File: config.mk
export PLATFORM = sky130hd
export DESIGN_NAME = port_b_pin_control
export DESIGN_NICKNAME = d
export VERILOG_FILES = /design/src/shared/port_b_pkg.sv /design/src/design/port_b_pin_control.sv
export VERILOG_INCLUDE_DIRS = /design/src /design/src/shared
export SDC_FILE = /design/constraint.sdc
export NUM_CORES = 1
export LEC_CHECK = 0
export BUFFER_PORTS_ARGS = -buffer_cell sky130_fd_sc_hd__buf_2
export CORE_MARGIN = 10
export CORE_UTILIZATION = 49
export CTS_CLUSTER_SIZE = 30
export DETAILED_ROUTE_END_ITERATION = 12
export PLACE_DENSITY_LB_ADDON = 0.2
export SYNTH_ARGS = -nofsm -noshare
export SYNTH_HDL_FRONTEND = slang
export SYNTH_SLANG_ARGS = --single-unit
File: constraint.sdc
create_clock -name clk_sys_in -period 2.4 [get_ports clk_sys_in]
set_input_delay 0.36 -clock clk_sys_in [delete_from_list [all_inputs] [get_ports clk_sys_in]]
set_output_delay 0.36 -clock clk_sys_in [all_outputs]
set_load 0.02 [all_outputs]
File: src/shared/port_b_regs.svh
// Register map, field positions, reset values for the port B pin block
`ifndef PORT_B_REGS_SVH
`define PORT_B_REGS_SVH
`define DIR_INDEX 20'hE_E00A
`define DATA_INDEX 20'hF_FFDA
`define DIR_ADDR ({2'b00, `DIR_INDEX} << 2)
`define DATA_ADDR ({2'b00, `DATA_INDEX} << 2)
`define CTRL_ADDR 22'h00_0000
`define ADDR_W 22
`define DIR_RESET 8'h00
`define DATA_RESET 8'h00
`define DIR_READ 8'hFF
`define CTRL_RESET 13'h0000
`define F_PE13 0
`define F_PE14 1
`define F_PE15 2
`define F_SMART 3
`define F_RX_EN 4
`define F_TX_EN 5
`define F_CLK_EN_LO 6
`define F_CLK_EN_HI 7
`define F_CLKD 8
`define F_AREA_LO 9
`define F_AREA_HI 11
`define F_COL_SEL 12
`define RESP_OKAY 2'b00
`define RESP_SLVERR 2'b10
`endif

File: src/shared/port_b_pkg.sv
// Types shared by the port B pin block
package port_b_pkg;
  typedef struct packed {
    logic column_strobe_select;
    logic [2:0] dram_area_select;
    logic clocked_select;
    logic clock_enable_high;
    logic clock_enable_low;
    logic transmit_enable;
    logic receive_enable;
    logic smart_card_select;
    logic pattern_enable_15;
    logic pattern_enable_14;
    logic pattern_enable_13;
  } func_ctrl_t;
  typedef struct packed {
    logic [2:0] pattern_data;
    logic serial_transmit_out;
    logic transmit_drive;
    logic serial_clock_pin;
    logic lower_column_strobe;
    logic [1:0] chip_select_n;
    logic [1:0] row_strobe_n;
  } unit_sig_t;
endpackage

File: src/design/port_b_pin_control.sv
// Port B pin control: direction, output data, pin function select, AXI4-Lite
// Functional notes
// Eight pins, each general input or output unless another function claims it.
// Reset or hardware standby leaves every pin an input.
// Direction bit 1 makes its pin an output, 0 an input.
// Direction register is write-only; reads return all ones.
// Direction clears on reset and hardware standby, held in software standby.
// Output pins keep driving through software standby.
// General output pins drive the output data bit.
// Data read gives stored bit for outputs, pin level for inputs.
// Output data clears on reset and hardware standby, held in software standby.
// Software sets direction bit as well as pattern enable for pattern output.
// With DRAM in areas 2 to 5, area 4/5 selects become row strobes.
// Bit 7: general or pattern 15, else serial receive input.
// Bit 6: general or pattern 14, else serial transmit output.
// Smart-card transmit on bit 6 alternates driven and high impedance.
// Bit 5: general or pattern 13, else serial clock, input with high enable.
// Bit 5 drives lower column strobe when DRAM settings select it, overriding all.
// Register writes reach the pins one cycle later, no other side effect.
//
// Design decision made here: the AXI4-Lite slave port.
`timescale 1ns/1ps
`include "port_b_regs.svh"
module port_b_pin_control
  import port_b_pkg::*;
#(
  parameter int PORT_WIDTH = 8
) (
  // Clock and reset
  input wire logic clk_sys_in,
  input wire logic resetn_in,
  // Standby modes
  input wire logic hw_standby_in,
  input wire logic sw_standby_in,
  // AXI4-Lite slave
  input wire logic [`ADDR_W-1:0] s_axi_awaddr_in,
  input wire logic s_axi_awvalid_in,
  output logic s_axi_awready_out,
  input wire logic [31:0] s_axi_wdata_in,
  input wire logic [3:0] s_axi_wstrb_in,
  input wire logic s_axi_wvalid_in,
  output logic s_axi_wready_out,
  output logic [1:0] s_axi_bresp_out,
  output logic s_axi_bvalid_out,
  input wire logic s_axi_bready_in,
  input wire logic [`ADDR_W-1:0] s_axi_araddr_in,
  input wire logic s_axi_arvalid_in,
  output logic s_axi_arready_out,
  output logic [31:0] s_axi_rdata_out,
  output logic [1:0] s_axi_rresp_out,
  output logic s_axi_rvalid_out,
  input wire logic s_axi_rready_in,
  // Other on-chip units
  input wire unit_sig_t unit_in,
  output logic serial_receive_in_out,
  output logic serial_clock_in_out,
  output logic [1:0] area_strobe_n_out,
  // Port pins
  input wire logic [PORT_WIDTH-1:0] pin_in,
  output logic [PORT_WIDTH-1:0] pin_out,
  output logic [PORT_WIDTH-1:0] pin_oe_out
);

  if (PORT_WIDTH != 8) begin : g_width_check
    $error("port_b_pin_control serves exactly eight pins");
  end

  // Register file
  logic [7:0] dir_reg, dir_next;
  logic [7:0] data_reg, data_next;
  func_ctrl_t ctrl_reg, ctrl_next;
  // Bus slave state
  logic aw_held_reg, aw_held_next;
  logic w_held_reg, w_held_next;
  logic [`ADDR_W-1:0] aw_addr_reg, aw_addr_next;
  logic [7:0] w_byte_reg, w_byte_next;
  logic [4:0] ctrl_hi_reg, ctrl_hi_next;
  logic ctrl_hi_lane_reg, ctrl_hi_lane_next;
  logic w_lane_reg, w_lane_next;
  logic bvalid_reg, bvalid_next;
  logic [1:0] bresp_reg, bresp_next;
  logic rvalid_reg, rvalid_next;
  logic [31:0] rdata_reg, rdata_next;
  logic [1:0] rresp_reg, rresp_next;
  // Pin state
  logic [7:0] pin_out_reg, pin_out_next;
  logic [7:0] pin_oe_reg, pin_oe_next;
  logic [1:0] area_reg, area_next;
  logic rx_reg, rx_next;
  logic sck_reg, sck_next;

  logic do_write;
  logic dram_mapped;
  logic col_strobe_active;
  logic [7:0] port_read;

  assign do_write = aw_held_reg && w_held_reg && !bvalid_reg;
  assign dram_mapped = ctrl_reg.dram_area_select != 3'b000;
  assign col_strobe_active = dram_mapped && ctrl_reg.column_strobe_select;
  assign port_read = (dir_reg & data_reg) | (~dir_reg & pin_in);

  // Write channel: address and data taken in either order
  always_comb begin
    aw_held_next = aw_held_reg;
    w_held_next = w_held_reg;
    aw_addr_next = aw_addr_reg;
    w_byte_next = w_byte_reg;
    w_lane_next = w_lane_reg;
    bvalid_next = bvalid_reg;
    bresp_next = bresp_reg;
    dir_next = dir_reg;
    data_next = data_reg;
    ctrl_next = ctrl_reg;
    if (s_axi_awvalid_in && !aw_held_reg) begin
      aw_held_next = 1'b1;
      aw_addr_next = s_axi_awaddr_in;
    end
    if (s_axi_wvalid_in && !w_held_reg) begin
      w_held_next = 1'b1;
      w_byte_next = s_axi_wdata_in[7:0];
      w_lane_next = s_axi_wstrb_in[0];
    end
    if (do_write) begin
      aw_held_next = 1'b0;
      w_held_next = 1'b0;
      bvalid_next = 1'b1;
      bresp_next = `RESP_OKAY;
      unique case (aw_addr_reg)
        `DIR_ADDR: if (w_lane_reg) dir_next = w_byte_reg;
        `DATA_ADDR: if (w_lane_reg) data_next = w_byte_reg;
        `CTRL_ADDR: begin
          if (w_lane_reg) ctrl_next[7:0] = w_byte_reg;
          if (ctrl_hi_lane_reg) ctrl_next[12:8] = ctrl_hi_reg;
        end
        default: bresp_next = `RESP_SLVERR;
      endcase
    end
    if (bvalid_reg && s_axi_bready_in) begin
      bvalid_next = 1'b0;
    end
    if (hw_standby_in) begin
      dir_next = `DIR_RESET;
      data_next = `DATA_RESET;
    end
  end

  // Upper control byte rides on lane 1, captured with the data word
  always_comb begin
    ctrl_hi_next = ctrl_hi_reg;
    ctrl_hi_lane_next = ctrl_hi_lane_reg;
    if (s_axi_wvalid_in && !w_held_reg) begin
      ctrl_hi_next = s_axi_wdata_in[12:8];
      ctrl_hi_lane_next = s_axi_wstrb_in[1];
    end
  end

  // Read channel: one answer a cycle after the address is taken
  always_comb begin
    rvalid_next = rvalid_reg;
    rdata_next = rdata_reg;
    rresp_next = rresp_reg;
    if (s_axi_arvalid_in && !rvalid_reg) begin
      rvalid_next = 1'b1;
      rresp_next = `RESP_OKAY;
      unique case (s_axi_araddr_in)
        `DIR_ADDR: rdata_next = {24'h00_0000, `DIR_READ};
        `DATA_ADDR: rdata_next = {24'h00_0000, port_read};
        `CTRL_ADDR: rdata_next = {19'h0_0000, ctrl_reg};
        default: begin
          rdata_next = 32'h0000_0000;
          rresp_next = `RESP_SLVERR;
        end
      endcase
    end else if (rvalid_reg && s_axi_rready_in) begin
      rvalid_next = 1'b0;
    end
  end

  // Pin function select, computed from the registers of the previous cycle
  always_comb begin
    pin_oe_next = dir_reg;
    pin_out_next = data_reg;
    // Bit 7: serial receive claims the pin whenever receive or smart card is on
    if (ctrl_reg.smart_card_select || ctrl_reg.receive_enable) begin
      pin_oe_next[7] = 1'b0;
    end else if (ctrl_reg.pattern_enable_15) begin
      pin_out_next[7] = unit_in.pattern_data[2];
    end
    // Bit 6
    if (ctrl_reg.smart_card_select || ctrl_reg.transmit_enable) begin
      pin_out_next[6] = unit_in.serial_transmit_out;
      pin_oe_next[6] = ctrl_reg.smart_card_select ? unit_in.transmit_drive : 1'b1;
    end else if (ctrl_reg.pattern_enable_14) begin
      pin_out_next[6] = unit_in.pattern_data[1];
    end
    // Bit 5: column strobe wins over every other setting
    if (col_strobe_active) begin
      pin_oe_next[5] = 1'b1;
      pin_out_next[5] = unit_in.lower_column_strobe;
    end else if (ctrl_reg.clock_enable_high || ctrl_reg.clocked_select
                 || ctrl_reg.clock_enable_low) begin
      pin_oe_next[5] = !ctrl_reg.clock_enable_high;
      pin_out_next[5] = unit_in.serial_clock_pin;
    end else if (ctrl_reg.pattern_enable_13) begin
      pin_out_next[5] = unit_in.pattern_data[0];
    end
    if (hw_standby_in) begin
      pin_oe_next = 8'h00;
      pin_out_next = 8'h00;
    end else if (sw_standby_in) begin
      // Pins freeze so outputs keep their level while the chip sleeps
      pin_oe_next = pin_oe_reg;
      pin_out_next = pin_out_reg;
    end
  end

  always_comb begin
    area_next = dram_mapped ? unit_in.row_strobe_n : unit_in.chip_select_n;
    rx_next = pin_in[7];
    sck_next = pin_in[5];
  end

  always_ff @(posedge clk_sys_in) begin
    if (!resetn_in) begin
      dir_reg <= `DIR_RESET;
      data_reg <= `DATA_RESET;
      ctrl_reg <= `CTRL_RESET;
      aw_held_reg <= 1'b0;
      w_held_reg <= 1'b0;
      aw_addr_reg <= '0;
      w_byte_reg <= 8'h00;
      w_lane_reg <= 1'b0;
      ctrl_hi_reg <= 5'h00;
      ctrl_hi_lane_reg <= 1'b0;
      bvalid_reg <= 1'b0;
      bresp_reg <= `RESP_OKAY;
      rvalid_reg <= 1'b0;
      rdata_reg <= 32'h0000_0000;
      rresp_reg <= `RESP_OKAY;
      pin_out_reg <= 8'h00;
      pin_oe_reg <= 8'h00;
      area_reg <= 2'b11;
      rx_reg <= 1'b0;
      sck_reg <= 1'b0;
    end else begin
      dir_reg <= dir_next;
      data_reg <= data_next;
      ctrl_reg <= ctrl_next;
      aw_held_reg <= aw_held_next;
      w_held_reg <= w_held_next;
      aw_addr_reg <= aw_addr_next;
      w_byte_reg <= w_byte_next;
      w_lane_reg <= w_lane_next;
      ctrl_hi_reg <= ctrl_hi_next;
      ctrl_hi_lane_reg <= ctrl_hi_lane_next;
      bvalid_reg <= bvalid_next;
      bresp_reg <= bresp_next;
      rvalid_reg <= rvalid_next;
      rdata_reg <= rdata_next;
      rresp_reg <= rresp_next;
      pin_out_reg <= pin_out_next;
      pin_oe_reg <= pin_oe_next;
      area_reg <= area_next;
      rx_reg <= rx_next;
      sck_reg <= sck_next;
    end
  end

  assign s_axi_awready_out = !aw_held_reg;
  assign s_axi_wready_out = !w_held_reg;
  assign s_axi_bvalid_out = bvalid_reg;
  assign s_axi_bresp_out = bresp_reg;
  assign s_axi_arready_out = !rvalid_reg;
  assign s_axi_rvalid_out = rvalid_reg;
  assign s_axi_rdata_out = rdata_reg;
  assign s_axi_rresp_out = rresp_reg;
  assign pin_out = pin_out_reg;
  assign pin_oe_out = pin_oe_reg;
  assign area_strobe_n_out = area_reg;
  assign serial_receive_in_out = rx_reg;
  assign serial_clock_in_out = sck_reg;

  logic plain_mode;
  assign plain_mode = !hw_standby_in && !sw_standby_in;

  a_hw_standby_inputs: assert property (@(posedge clk_sys_in) disable iff (!resetn_in)
    hw_standby_in |=> pin_oe_out == 8'h00 && dir_reg == 8'h00 && data_reg == 8'h00)
    else $error("hardware standby left a pin driven or a register set");
  a_dir_read_ones: assert property (@(posedge clk_sys_in) disable iff (!resetn_in)
    s_axi_arvalid_in && s_axi_arready_out && s_axi_araddr_in == `DIR_ADDR
    |=> s_axi_rvalid_out && s_axi_rdata_out == 32'h0000_00FF)
    else $error("direction read did not return all ones");
  a_data_read_mix: assert property (@(posedge clk_sys_in) disable iff (!resetn_in)
    s_axi_arvalid_in && s_axi_arready_out && s_axi_araddr_in == `DATA_ADDR
    |=> s_axi_rdata_out[7:0] == (($past(dir_reg) & $past(data_reg))
    | (~$past(dir_reg) & $past(pin_in))))
    else $error("port read mixed data and pin levels wrongly");
  a_low_pins_follow: assert property (@(posedge clk_sys_in) disable iff (!resetn_in)
    plain_mode |=> pin_oe_out[4:0] == $past(dir_reg[4:0])
    && pin_out[4:0] == $past(data_reg[4:0]))
    else $error("general pin did not follow direction and data");
  a_sw_standby_hold: assert property (@(posedge clk_sys_in) disable iff (!resetn_in)
    sw_standby_in && !hw_standby_in |=> $stable(pin_oe_out) && $stable(pin_out)
    && $stable(dir_reg))
    else $error("pins changed during software standby");
  a_rx_input: assert property (@(posedge clk_sys_in) disable iff (!resetn_in)
    plain_mode && (ctrl_reg.smart_card_select || ctrl_reg.receive_enable)
    |=> !pin_oe_out[7])
    else $error("receive pin was driven");
  a_tx_driven: assert property (@(posedge clk_sys_in) disable iff (!resetn_in)
    plain_mode && ctrl_reg.transmit_enable && !ctrl_reg.smart_card_select
    |=> pin_oe_out[6] && pin_out[6] == $past(unit_in.serial_transmit_out))
    else $error("transmit pin not driven with serial data");
  a_col_strobe_wins: assert property (@(posedge clk_sys_in) disable iff (!resetn_in)
    plain_mode && col_strobe_active
    |=> pin_oe_out[5] && pin_out[5] == $past(unit_in.lower_column_strobe))
    else $error("column strobe did not take bit 5");
  a_row_strobe: assert property (@(posedge clk_sys_in) disable iff (!resetn_in)
    dram_mapped |=> area_strobe_n_out == $past(unit_in.row_strobe_n))
    else $error("area 4/5 select not replaced by row strobe");
  a_write_answer: assert property (@(posedge clk_sys_in) disable iff (!resetn_in)
    do_write && aw_addr_reg == `DIR_ADDR && w_lane_reg && !hw_standby_in
    |=> s_axi_bvalid_out && dir_reg == $past(w_byte_reg))
    else $error("direction write not applied and answered in one cycle");

endmodule

# [Word level (Yosys, flattened, before mapping)]
# Cells that the tools add are included.
[op_classes] addsub=0 n_mul=0 div=0 n_lt_le_gt_ge=0 eq_ne=4 shift=0 n_mux=18 n_bitwise=5 n_reduce_logical=30
[op_table] op="22-bit == test, second input constant" count=4
[op_table] op="22-bit logical NOT" count=2
[op_table] op="13-bit one-hot mux with 3 select lines" count=1
[op_table] op="8-bit bitwise AND" count=2
[op_table] op="1-bit two-way mux" count=14
[op_table] op="3-bit AND reduction" count=4
[op_table] op="1-bit logical AND" count=8
[op_table] op="8-bit inverter" count=1
[op_table] op="8-bit OR" count=1
[op_table] op="2-bit two-way mux" count=3
[op_table] op="2-bit OR reduction" count=3
[op_table] op="3-bit OR reduction" count=2
[op_table] op="1-bit logical NOT" count=5
[op_table] op="1-bit logical OR" count=4
[op_table] op="3-bit nonzero test" count=1
[op_table] op="2-bit nonzero test" count=1
[op_table] op="1-bit inverter" count=1
[totals] regBits=126 latchBits=0 mem_bits_rw=0 romBits=0 input_bits=108 out_inout_bits=61 word_cells=87 n_memories=0

# [Depth between registers and ports, before layout]
# Gate-level depths: netlist of the first run.
[logic_depth] depth_word=4 ltp_mapped=6 mapped_depth_nobuf=4

# [Worst setup path before layout of the first run]
# Ideal clock, no wire load.
[synth_path] path_type="flip-flop to flip-flop" from="register aw_addr_reg[12]" to="register ctrl_reg[6] (netlist name)" setup_ns=0.132 arrival_ns=1.778 required_time_ns=2.268 slack_ns=0.490 path_stages_with_launch=7 path_buffers=2 synth_period_minus_slack_ns=1.910 path_cell_list="dfxtp_1 or4_4 or4_1 buf_2 buf_6 o21ai_1 a21oi_1"
[synth_via] elab_chain_cells=2
[synth_lines] item="from (decl)" line_no="port_b_pin_control.sv:75" rtl="logic [`ADDR_W-1:0] aw_addr_reg, aw_addr_next;"
[synth_lines] item="from (signal assigned)" line_no="port_b_pin_control.sv:251" rtl="aw_addr_reg <= aw_addr_next;"
[synth_lines] item="22-bit logical NOT" line_no="port_b_pin_control.sv:128" rtl="unique case (aw_addr_reg)"
[synth_lines] item="3-bit AND reduction (no source line)"
[synth_lines] item="to (signal assigned)" line_no="port_b_pin_control.sv:227" rtl="ctrl_reg <= `CTRL_RESET;"
[synth_lines] item="to (signal assigned)" line_no="port_b_pin_control.sv:248" rtl="ctrl_reg <= ctrl_next;"
[synth_lines] item="to (decl)" line_no="port_b_pin_control.sv:71" rtl="func_ctrl_t ctrl_reg, ctrl_next;"
# Every way passes these cells.
# A chain may end at the register's enable or synchronous reset.

# [Worst setup path after layout of the first run]
[layout_path] from="register aw_addr_reg[6]" to="register ctrl_reg[4] (netlist name)"
# Same word-level chain as after synthesis.

==> flow_summary.json, run 1 <==
{
  "grt_max_degree": 27,
  "endpoint": "ctrl_reg[4]",
  "die_height_um": 116,
  "cts.sinks": 105,
  "finalNonFillerCells": 778,
  "antenna_left": 0,
  "crit_required_ns": 2.65,
  "post_cts_buffers": 0,
  "clock_latency_ns": 0.36,
  "fin_worst_skew_ns": 0.0130,
  "drive_gt1_share_pct": 26.1,
  "track_usage_pct": 17.9,
  "crit_path_end_kind": "flip-flop",
  "drtIter0Drc": 185,
  "number_of_gates_resized_after_cts": 0,
  "post-dp-hpwl_um": 9890,
  "detail_route.wirelength_um": 12700,
  "timing.max_cap.violations": 0,
  "leakagePower_nw": 2.27,
  "netlist_instances": 539,
  "critical_path_depth": 4,
  "yosys_most_used_dff": "sky130_fd_sc_hd__dfxtp_1",
  "route.detailed.vias_per_inst": 5.43,
  "area_delta_synth_final_pct": 18.7,
  "critical_path.max_stage_delay_ns": 0.73,
  "worst_slew_margin_rel_pct": 41.7,
  "num-nets-final": 772,
  "ports": 169,
  "worst_slew_pin_slew_ns": 0.875,
  "cp.buffers_inverters": 0,
  "critPathLaunch": "aw_addr_reg[6]",
  "synth.top_cell.area_share_pct": 46.2,
  "setup.worst_path.start_class": "flip-flop",
  "yosys_warnings": 0,
  "number_of_antenna_violations_at_the_first_check_in_global_routing": 0,
  "critical_path.max_fanout": 16,
  "root_buffer": "sky130_fd_sc_hd__clkbuf_8",
  "hp-class": "in -> reg",
  "drc": 0,
  "rr_startpoint": "aw_addr_reg[6]",
  "tritoncts": "built",
  "route.vias.total": 4224,
  "syn_area_per_cell_um2": 8.43,
  "gp_routability_congestion": 0.844,
  "synth_enable_flop_cells": 0,
  "final.setup.tns_ns": 0,
  "design.core.area_um2": 9150,
  "worstPathCellList": "or4_1 > or4_1 > o21ai_0 > a21oi_1",
  "worst_reg_to_reg_setup_slack_ns": 0.21,
  "yosysSeqAreaShare_pct": 46.2,
  "layout_common_cells": "126 x sky130_fd_sc_hd__buf_2, 110 x sky130_fd_sc_hd__nand2_1, 105 x sky130_fd_sc_hd__dfxtp_1, 72 x sky130_fd_sc_hd__a21oi_1, 27 x sky130_fd_sc_hd__nor2_1",
  "drt_pre_antenna_iters": 5,
  "crit-reg2reg-capture": "ctrl_reg[4]",
  "grt_setup_unrepaired": "false",
  "std_cell_rows": 35,
  "run_status": "complete, no violations",
  "clock_path_buffers": 2,
  "post-route-min-period_ns": 2.19,
  "path_clk_slew_ns": 0.09,
  "i_o_buffers": 126,
  "grt_pass1_wl_um": 19600,
  "power.ir.vdd_worst_mv": 0.325,
  "post_synth_main_area_contributors": "sky130_fd_sc_hd__dfxtp_1 46%, sky130_fd_sc_hd__nand2_1 9.1%, sky130_fd_sc_hd__a21oi_1 7.9%",
  "final_common_cell": "sky130_fd_sc_hd__buf_2",
  "async_flop_share_pct": 0,
  "worstSetupPathType": "reg -> reg",
  "crit_top_cell": "sky130_fd_sc_hd__or4_1",
  "timing_hold_violations_final": 0,
  "worst_r2r_path_depth": 4,
  "slew_violations": 0,
  "largest_register_ffs": 22,
  "critical-path-top-delay-family": "simple AND/OR/NAND/NOR gates",
  "cts.hold.buffers_added": 0,
  "nFillCells": 861,
  "ant_diodes": 0,
  "synth_top_area_cell": "sky130_fd_sc_hd__dfxtp_1",
  "syn_area_um2": 4550,
  "post-place-cells": 764,
  "p_per_area_nw_per_um2": 591,
  "crit_path_slowest_cell": "sky130_fd_sc_hd__or4_1",
  "setup_viol_count_final": 0,
  "numCtsBuffers": 9,
  "number_of_h_tree_branching_levels": 3,
  "gr-total-overflow": 0,
  "initial_core_utilization_pct": 49.7,
  "floorplan.die_area_um2": 13500,
  "die_w_um": 116,
  "yosysUniqueCellTypes": 45,
  "cp.arrival_ns": 2.45,
  "avgRoutedWirePerCell_um": 16.3,
  "first_global_vias": 4046,
  "synth-seq-cells": 105,
  "min_period_over_period_pct": 91.4,
  "maxClockFrequency_mhz": 456
}
[power breakdown]
part	internal, mW	switching, mW	leakage (nW)
sequential	1.79	0.0393	0.854
combinational	0.145	0.249	1.33
clock	0.398	0.565	0.0785
[metrics by stage]
| step | power, mW | area [µm²] | hold slack (ns) | util [%] | setup WS (ns) |
|---|---|---|---|---|---|
| CTS | 3.21 | 5400 | 0.159 | 59.0 | 0.215 |
| finish | 3.19 | 5400 | 0.166 | 59.0 | 0.206 |
| floorplan | 2.12 | 4620 | 0.437 | - | 0.490 |
| global placement | 2.25 | 5240 | 0.436 | 57.2 | 0.305 |
| global route | 3.32 | 5400 | 0.162 | 59.0 | 0.123 |
| detailed placement | 2.26 | 5240 | 0.446 | 57.2 | 0.241 |
[how the worst min path moves through the flow]
stage                              startpoint                  end  slack, ns  cells after the start
after floorplan                ctrl_hi_reg[0]       ctrl_hi_reg[0]       0.44                      2
after global placement     s_axi_rresp_out[1]   s_axi_rresp_out[1]       0.44                      2
after detailed placement  s_axi_rdata_out[11]  s_axi_rdata_out[11]       0.45                      2
after CTS                     s_axi_rready_in     s_axi_rvalid_out       0.16                      2
after global routing          s_axi_rready_in     s_axi_rvalid_out       0.16                      2
final                         s_axi_rready_in     s_axi_rvalid_out       0.17                      2
[cells by family after synthesis]
group	after synthesis	share of synthesized area, %
other	1	0.0825
AOI/OAI and AO/OA	119	14.9
muxes	29	6.61
and+or+nand+nor	232	25.8
buffers and inverters	53	6.36
DFF	105	46.2
[layer usage]
metal | share of wire (%) | up-vias | GRT usage [%]
met4 | 1.6 | 0 | 5.92
met2 | 49 | 148 | 29.7
met3 | 6.9 | 16 | 3.75
li1 | - | 2113 | -
met1 | 43 | 1947 | 22.7
met5 | 0 | - | 0
[cells in the mapped netlist (2+ instances only)]
cell type / n
sky130_fd_sc_hd__or2_2: 2
sky130_fd_sc_hd__a211oi_1: 10
sky130_fd_sc_hd__nor3_1: 6
sky130_fd_sc_hd__buf_1: 3
sky130_fd_sc_hd__nand3_1: 25
sky130_fd_sc_hd__and4_1: 4
sky130_fd_sc_hd__and3_1: 2
sky130_fd_sc_hd__inv_1: 5
sky130_fd_sc_hd__nor2_1: 27
sky130_fd_sc_hd__and2_1: 3
sky130_fd_sc_hd__nor4_2: 3
sky130_fd_sc_hd__o21ai_1: 10
sky130_fd_sc_hd__a221o_1: 9
sky130_fd_sc_hd__nor2b_1: 4
sky130_fd_sc_hd__nand4_1: 20
sky130_fd_sc_hd__nand2_1: 110
sky130_fd_sc_hd__nand2b_1: 2
sky130_fd_sc_hd__buf_4: 21
sky130_fd_sc_hd__buf_2: 3
sky130_fd_sc_hd__dfxtp_1: 105
sky130_fd_sc_hd__or3_1: 3
sky130_fd_sc_hd__a21oi_1: 72
sky130_fd_sc_hd__or4_4: 2
sky130_fd_sc_hd__nor4_1: 5
sky130_fd_sc_hd__clkbuf_1: 19
sky130_fd_sc_hd__or4_1: 4
sky130_fd_sc_hd__o21ai_0: 14
sky130_fd_sc_hd__mux2i_1: 21
sky130_fd_sc_hd__mux2_2: 8
sky130_fd_sc_hd__nand4b_1: 2
[cell type report]
cell class              instances  area, µm²  area share, %
inverters                       6       22.5          0.417
well taps                     111        139           2.57
flip-flops and latches        105       2100           38.9
clock inverters                 2       16.3          0.301
repair buffers                141        743           13.8
multi-input cells             401       2230           41.3
clock buffers                  12        145           2.69
Note: power is estimated with default switching activity, not from simulation.
==> run 2: changes to the inputs <==
CORE_UTILIZATION = 51   (was 49)
CTS_BUF_LIST = sky130_fd_sc_hd__clkbuf_8   (was not set)
==> flow_summary.json, run 2 (same netlist as run 1, synthesis figures left out) <==
{
  "run_status": "complete, no violations",
  "power.share.clock_pct": 33.6,
  "min_period_over_period_pct": 90.5,
  "track_usage_pct": 18.4,
  "design.core.area_um2": 8680,
  "floorplan.die_area_um2": 13100,
  "critical_path.max_fanout": 16,
  "drc": 0,
  "die_height_um": 114,
  "antenna_left": 0,
  "worst_slew_pin_slew_ns": 0.886,
  "seq_power_share_pct": 54.6,
  "drt_pre_antenna_iters": 4,
  "grtUsageMet3_pct": 4.40,
  "first_global_vias": 4193,
  "internal_power_mw": 2.45,
  "largest_register_ffs": 22,
  "initial_core_utilization_pct": 52.4,
  "num-nets-final": 772,
  "pre_cts_ws_ns": 0.266,
  "path_clk_slew_ns": 0.10,
  "gp_routability_congestion": 0.842,
  "cts.hold.buffers_added": 0,
  "finalNonFillerCells": 777,
  "maxClockFrequency_mhz": 460,
  "hp-class": "in -> reg",
  "switching_share_pct": 26.9,
  "route.detailed.vias_per_inst": 5.53,
  "post-place-cells": 761,
  "finalInstanceArea_um2": 5440,
  "netSwitchingPower_uw": 902,
  "slew_violations": 0,
  "number_of_antenna_violations_at_the_first_check_in_global_routing": 0,
  "crit_required_ns": 2.62,
  "fin_worst_skew_ns": 0.0121,
  "cp.arrival_ns": 2.39,
  "global_route.usage.met1_pct": 22.5,
  "std_cell_rows": 34,
  "p_per_area_nw_per_um2": 616,
  "worst_slew_margin_rel_pct": 40.9,
  "nFillCells": 793,
  "die_w_um": 114,
  "final_common_cell": "sky130_fd_sc_hd__buf_2",
  "route.vias.total": 4293,
  "clock_latency_ns": 0.37,
  "clock_path_buffers": 2,
  "layout_common_cells": "126 x sky130_fd_sc_hd__buf_2, 110 x sky130_fd_sc_hd__nand2_1, 105 x sky130_fd_sc_hd__dfxtp_1, 72 x sky130_fd_sc_hd__a21oi_1, 27 x sky130_fd_sc_hd__nor2_1",
  "i_o_buffers": 126,
  "setup_viol_count_final": 0,
  "crit_path_end_kind": "flip-flop",
  "ant_diodes": 0,
  "area_delta_synth_final_pct": 19.6,
  "ports": 169,
  "number_of_gates_resized_after_cts": 0,
  "met2_usage_pct": 30.5,
  "final.setup.tns_ns": 0,
  "tritoncts": "built",
  "post-dp-hpwl_um": 9760,
  "timing_hold_violations_final": 0,
  "multi_input_comb_area_um2": 2230,
  "gr-total-overflow": 0,
  "worstSetupPathType": "reg -> reg",
  "setup.worst_path.start_class": "flip-flop",
  "power.ir.vdd_worst_mv": 0.328,
  "grt_pass1_wl_um": 20100,
  "drive_gt1_share_pct": 26.6,
  "final_util_pct": 62.7,
  "detail_route.wirelength_um": 12600,
  "globalRoute.busiestLayer": "met2",
  "root_buffer": "sky130_fd_sc_hd__clkbuf_8",
  "number_of_h_tree_branching_levels": 3,
  "post-route-min-period_ns": 2.17,
  "total_area_of_sequential_cells_um2": 2100,
  "cts.sinks": 105,
  "grt_setup_unrepaired": "false",
  "avgRoutedWirePerCell_um": 16.2,
  "power.share.combinational_pct": 11.8,
  "detailed_place.area_um2": 5230,
  "drtIter0Drc": 223,
  "timing.final.ws_setup_ns": 0.228,
  "post_cts_buffers": 0,
  "grt_max_degree": 25,
  "numCtsBuffers": 9,
  "leakagePower_nw": 2.28,
  "timing.max_cap.violations": 0
}
## run 2: final cells by class
| cell class | instances | share of cell area [%] |
|---|---|---|
| multi-input cells | 401 | 41.0 |
| flip-flops and latches | 105 | 38.7 |
| repair buffers | 141 | 13.7 |
| clock buffers | 10 | 2.53 |
| well taps | 108 | 2.49 |
| clock inverters | 6 | 1.24 |
| inverters | 6 | 0.414 |
## run 2: power groups by stage
stage               Clock [mW]  Sequential (mW)  Combinational [mW]
floorplan                    0             1.87               0.249
detailed placement           0             1.87               0.392
finish                    1.13             1.83               0.397
global route              1.21             1.84               0.438
CTS                       1.14             1.83               0.395
global placement             0             1.87               0.382
## run 2: critical path, stage by stage (launching register included)
cell	delay, ns
sky130_fd_sc_hd__dfxtp_1	0.34
sky130_fd_sc_hd__or4_1	0.63
sky130_fd_sc_hd__or4_1	0.73
sky130_fd_sc_hd__o21ai_1	0.24
sky130_fd_sc_hd__a21oi_1	0.09
## run 2: metal layers
layer,wire [µm],share of wire [%],vias up
met2,6120,49,134
met3,797,6.3,19
li1,-,-,2124
met5,0,0,-
met4,248,2.0,0
met1,5390,43,2016
## run 2: per-stage QoR
step	hold WS (ns)	power, mW
6_report	0.173	3.35
3_3_place_gp	0.435	2.25
4_1_cts	0.164	3.36
2_1_floorplan	0.437	2.12
3_5_place_dp	0.448	2.26
5_1_grt	0.168	3.48
## run 2: worst paths after layout
kind	slack, ns	to	start	cells past startpoint
min reg2reg	0.46	s_axi_rdata_out[10]	s_axi_rdata_out[10]	2
min	0.17	s_axi_rvalid_out	s_axi_rready_in	2
max	0.23	dir_reg[2]	aw_addr_reg[6]	4
max reg2reg	0.23	dir_reg[2]	aw_addr_reg[6]	4
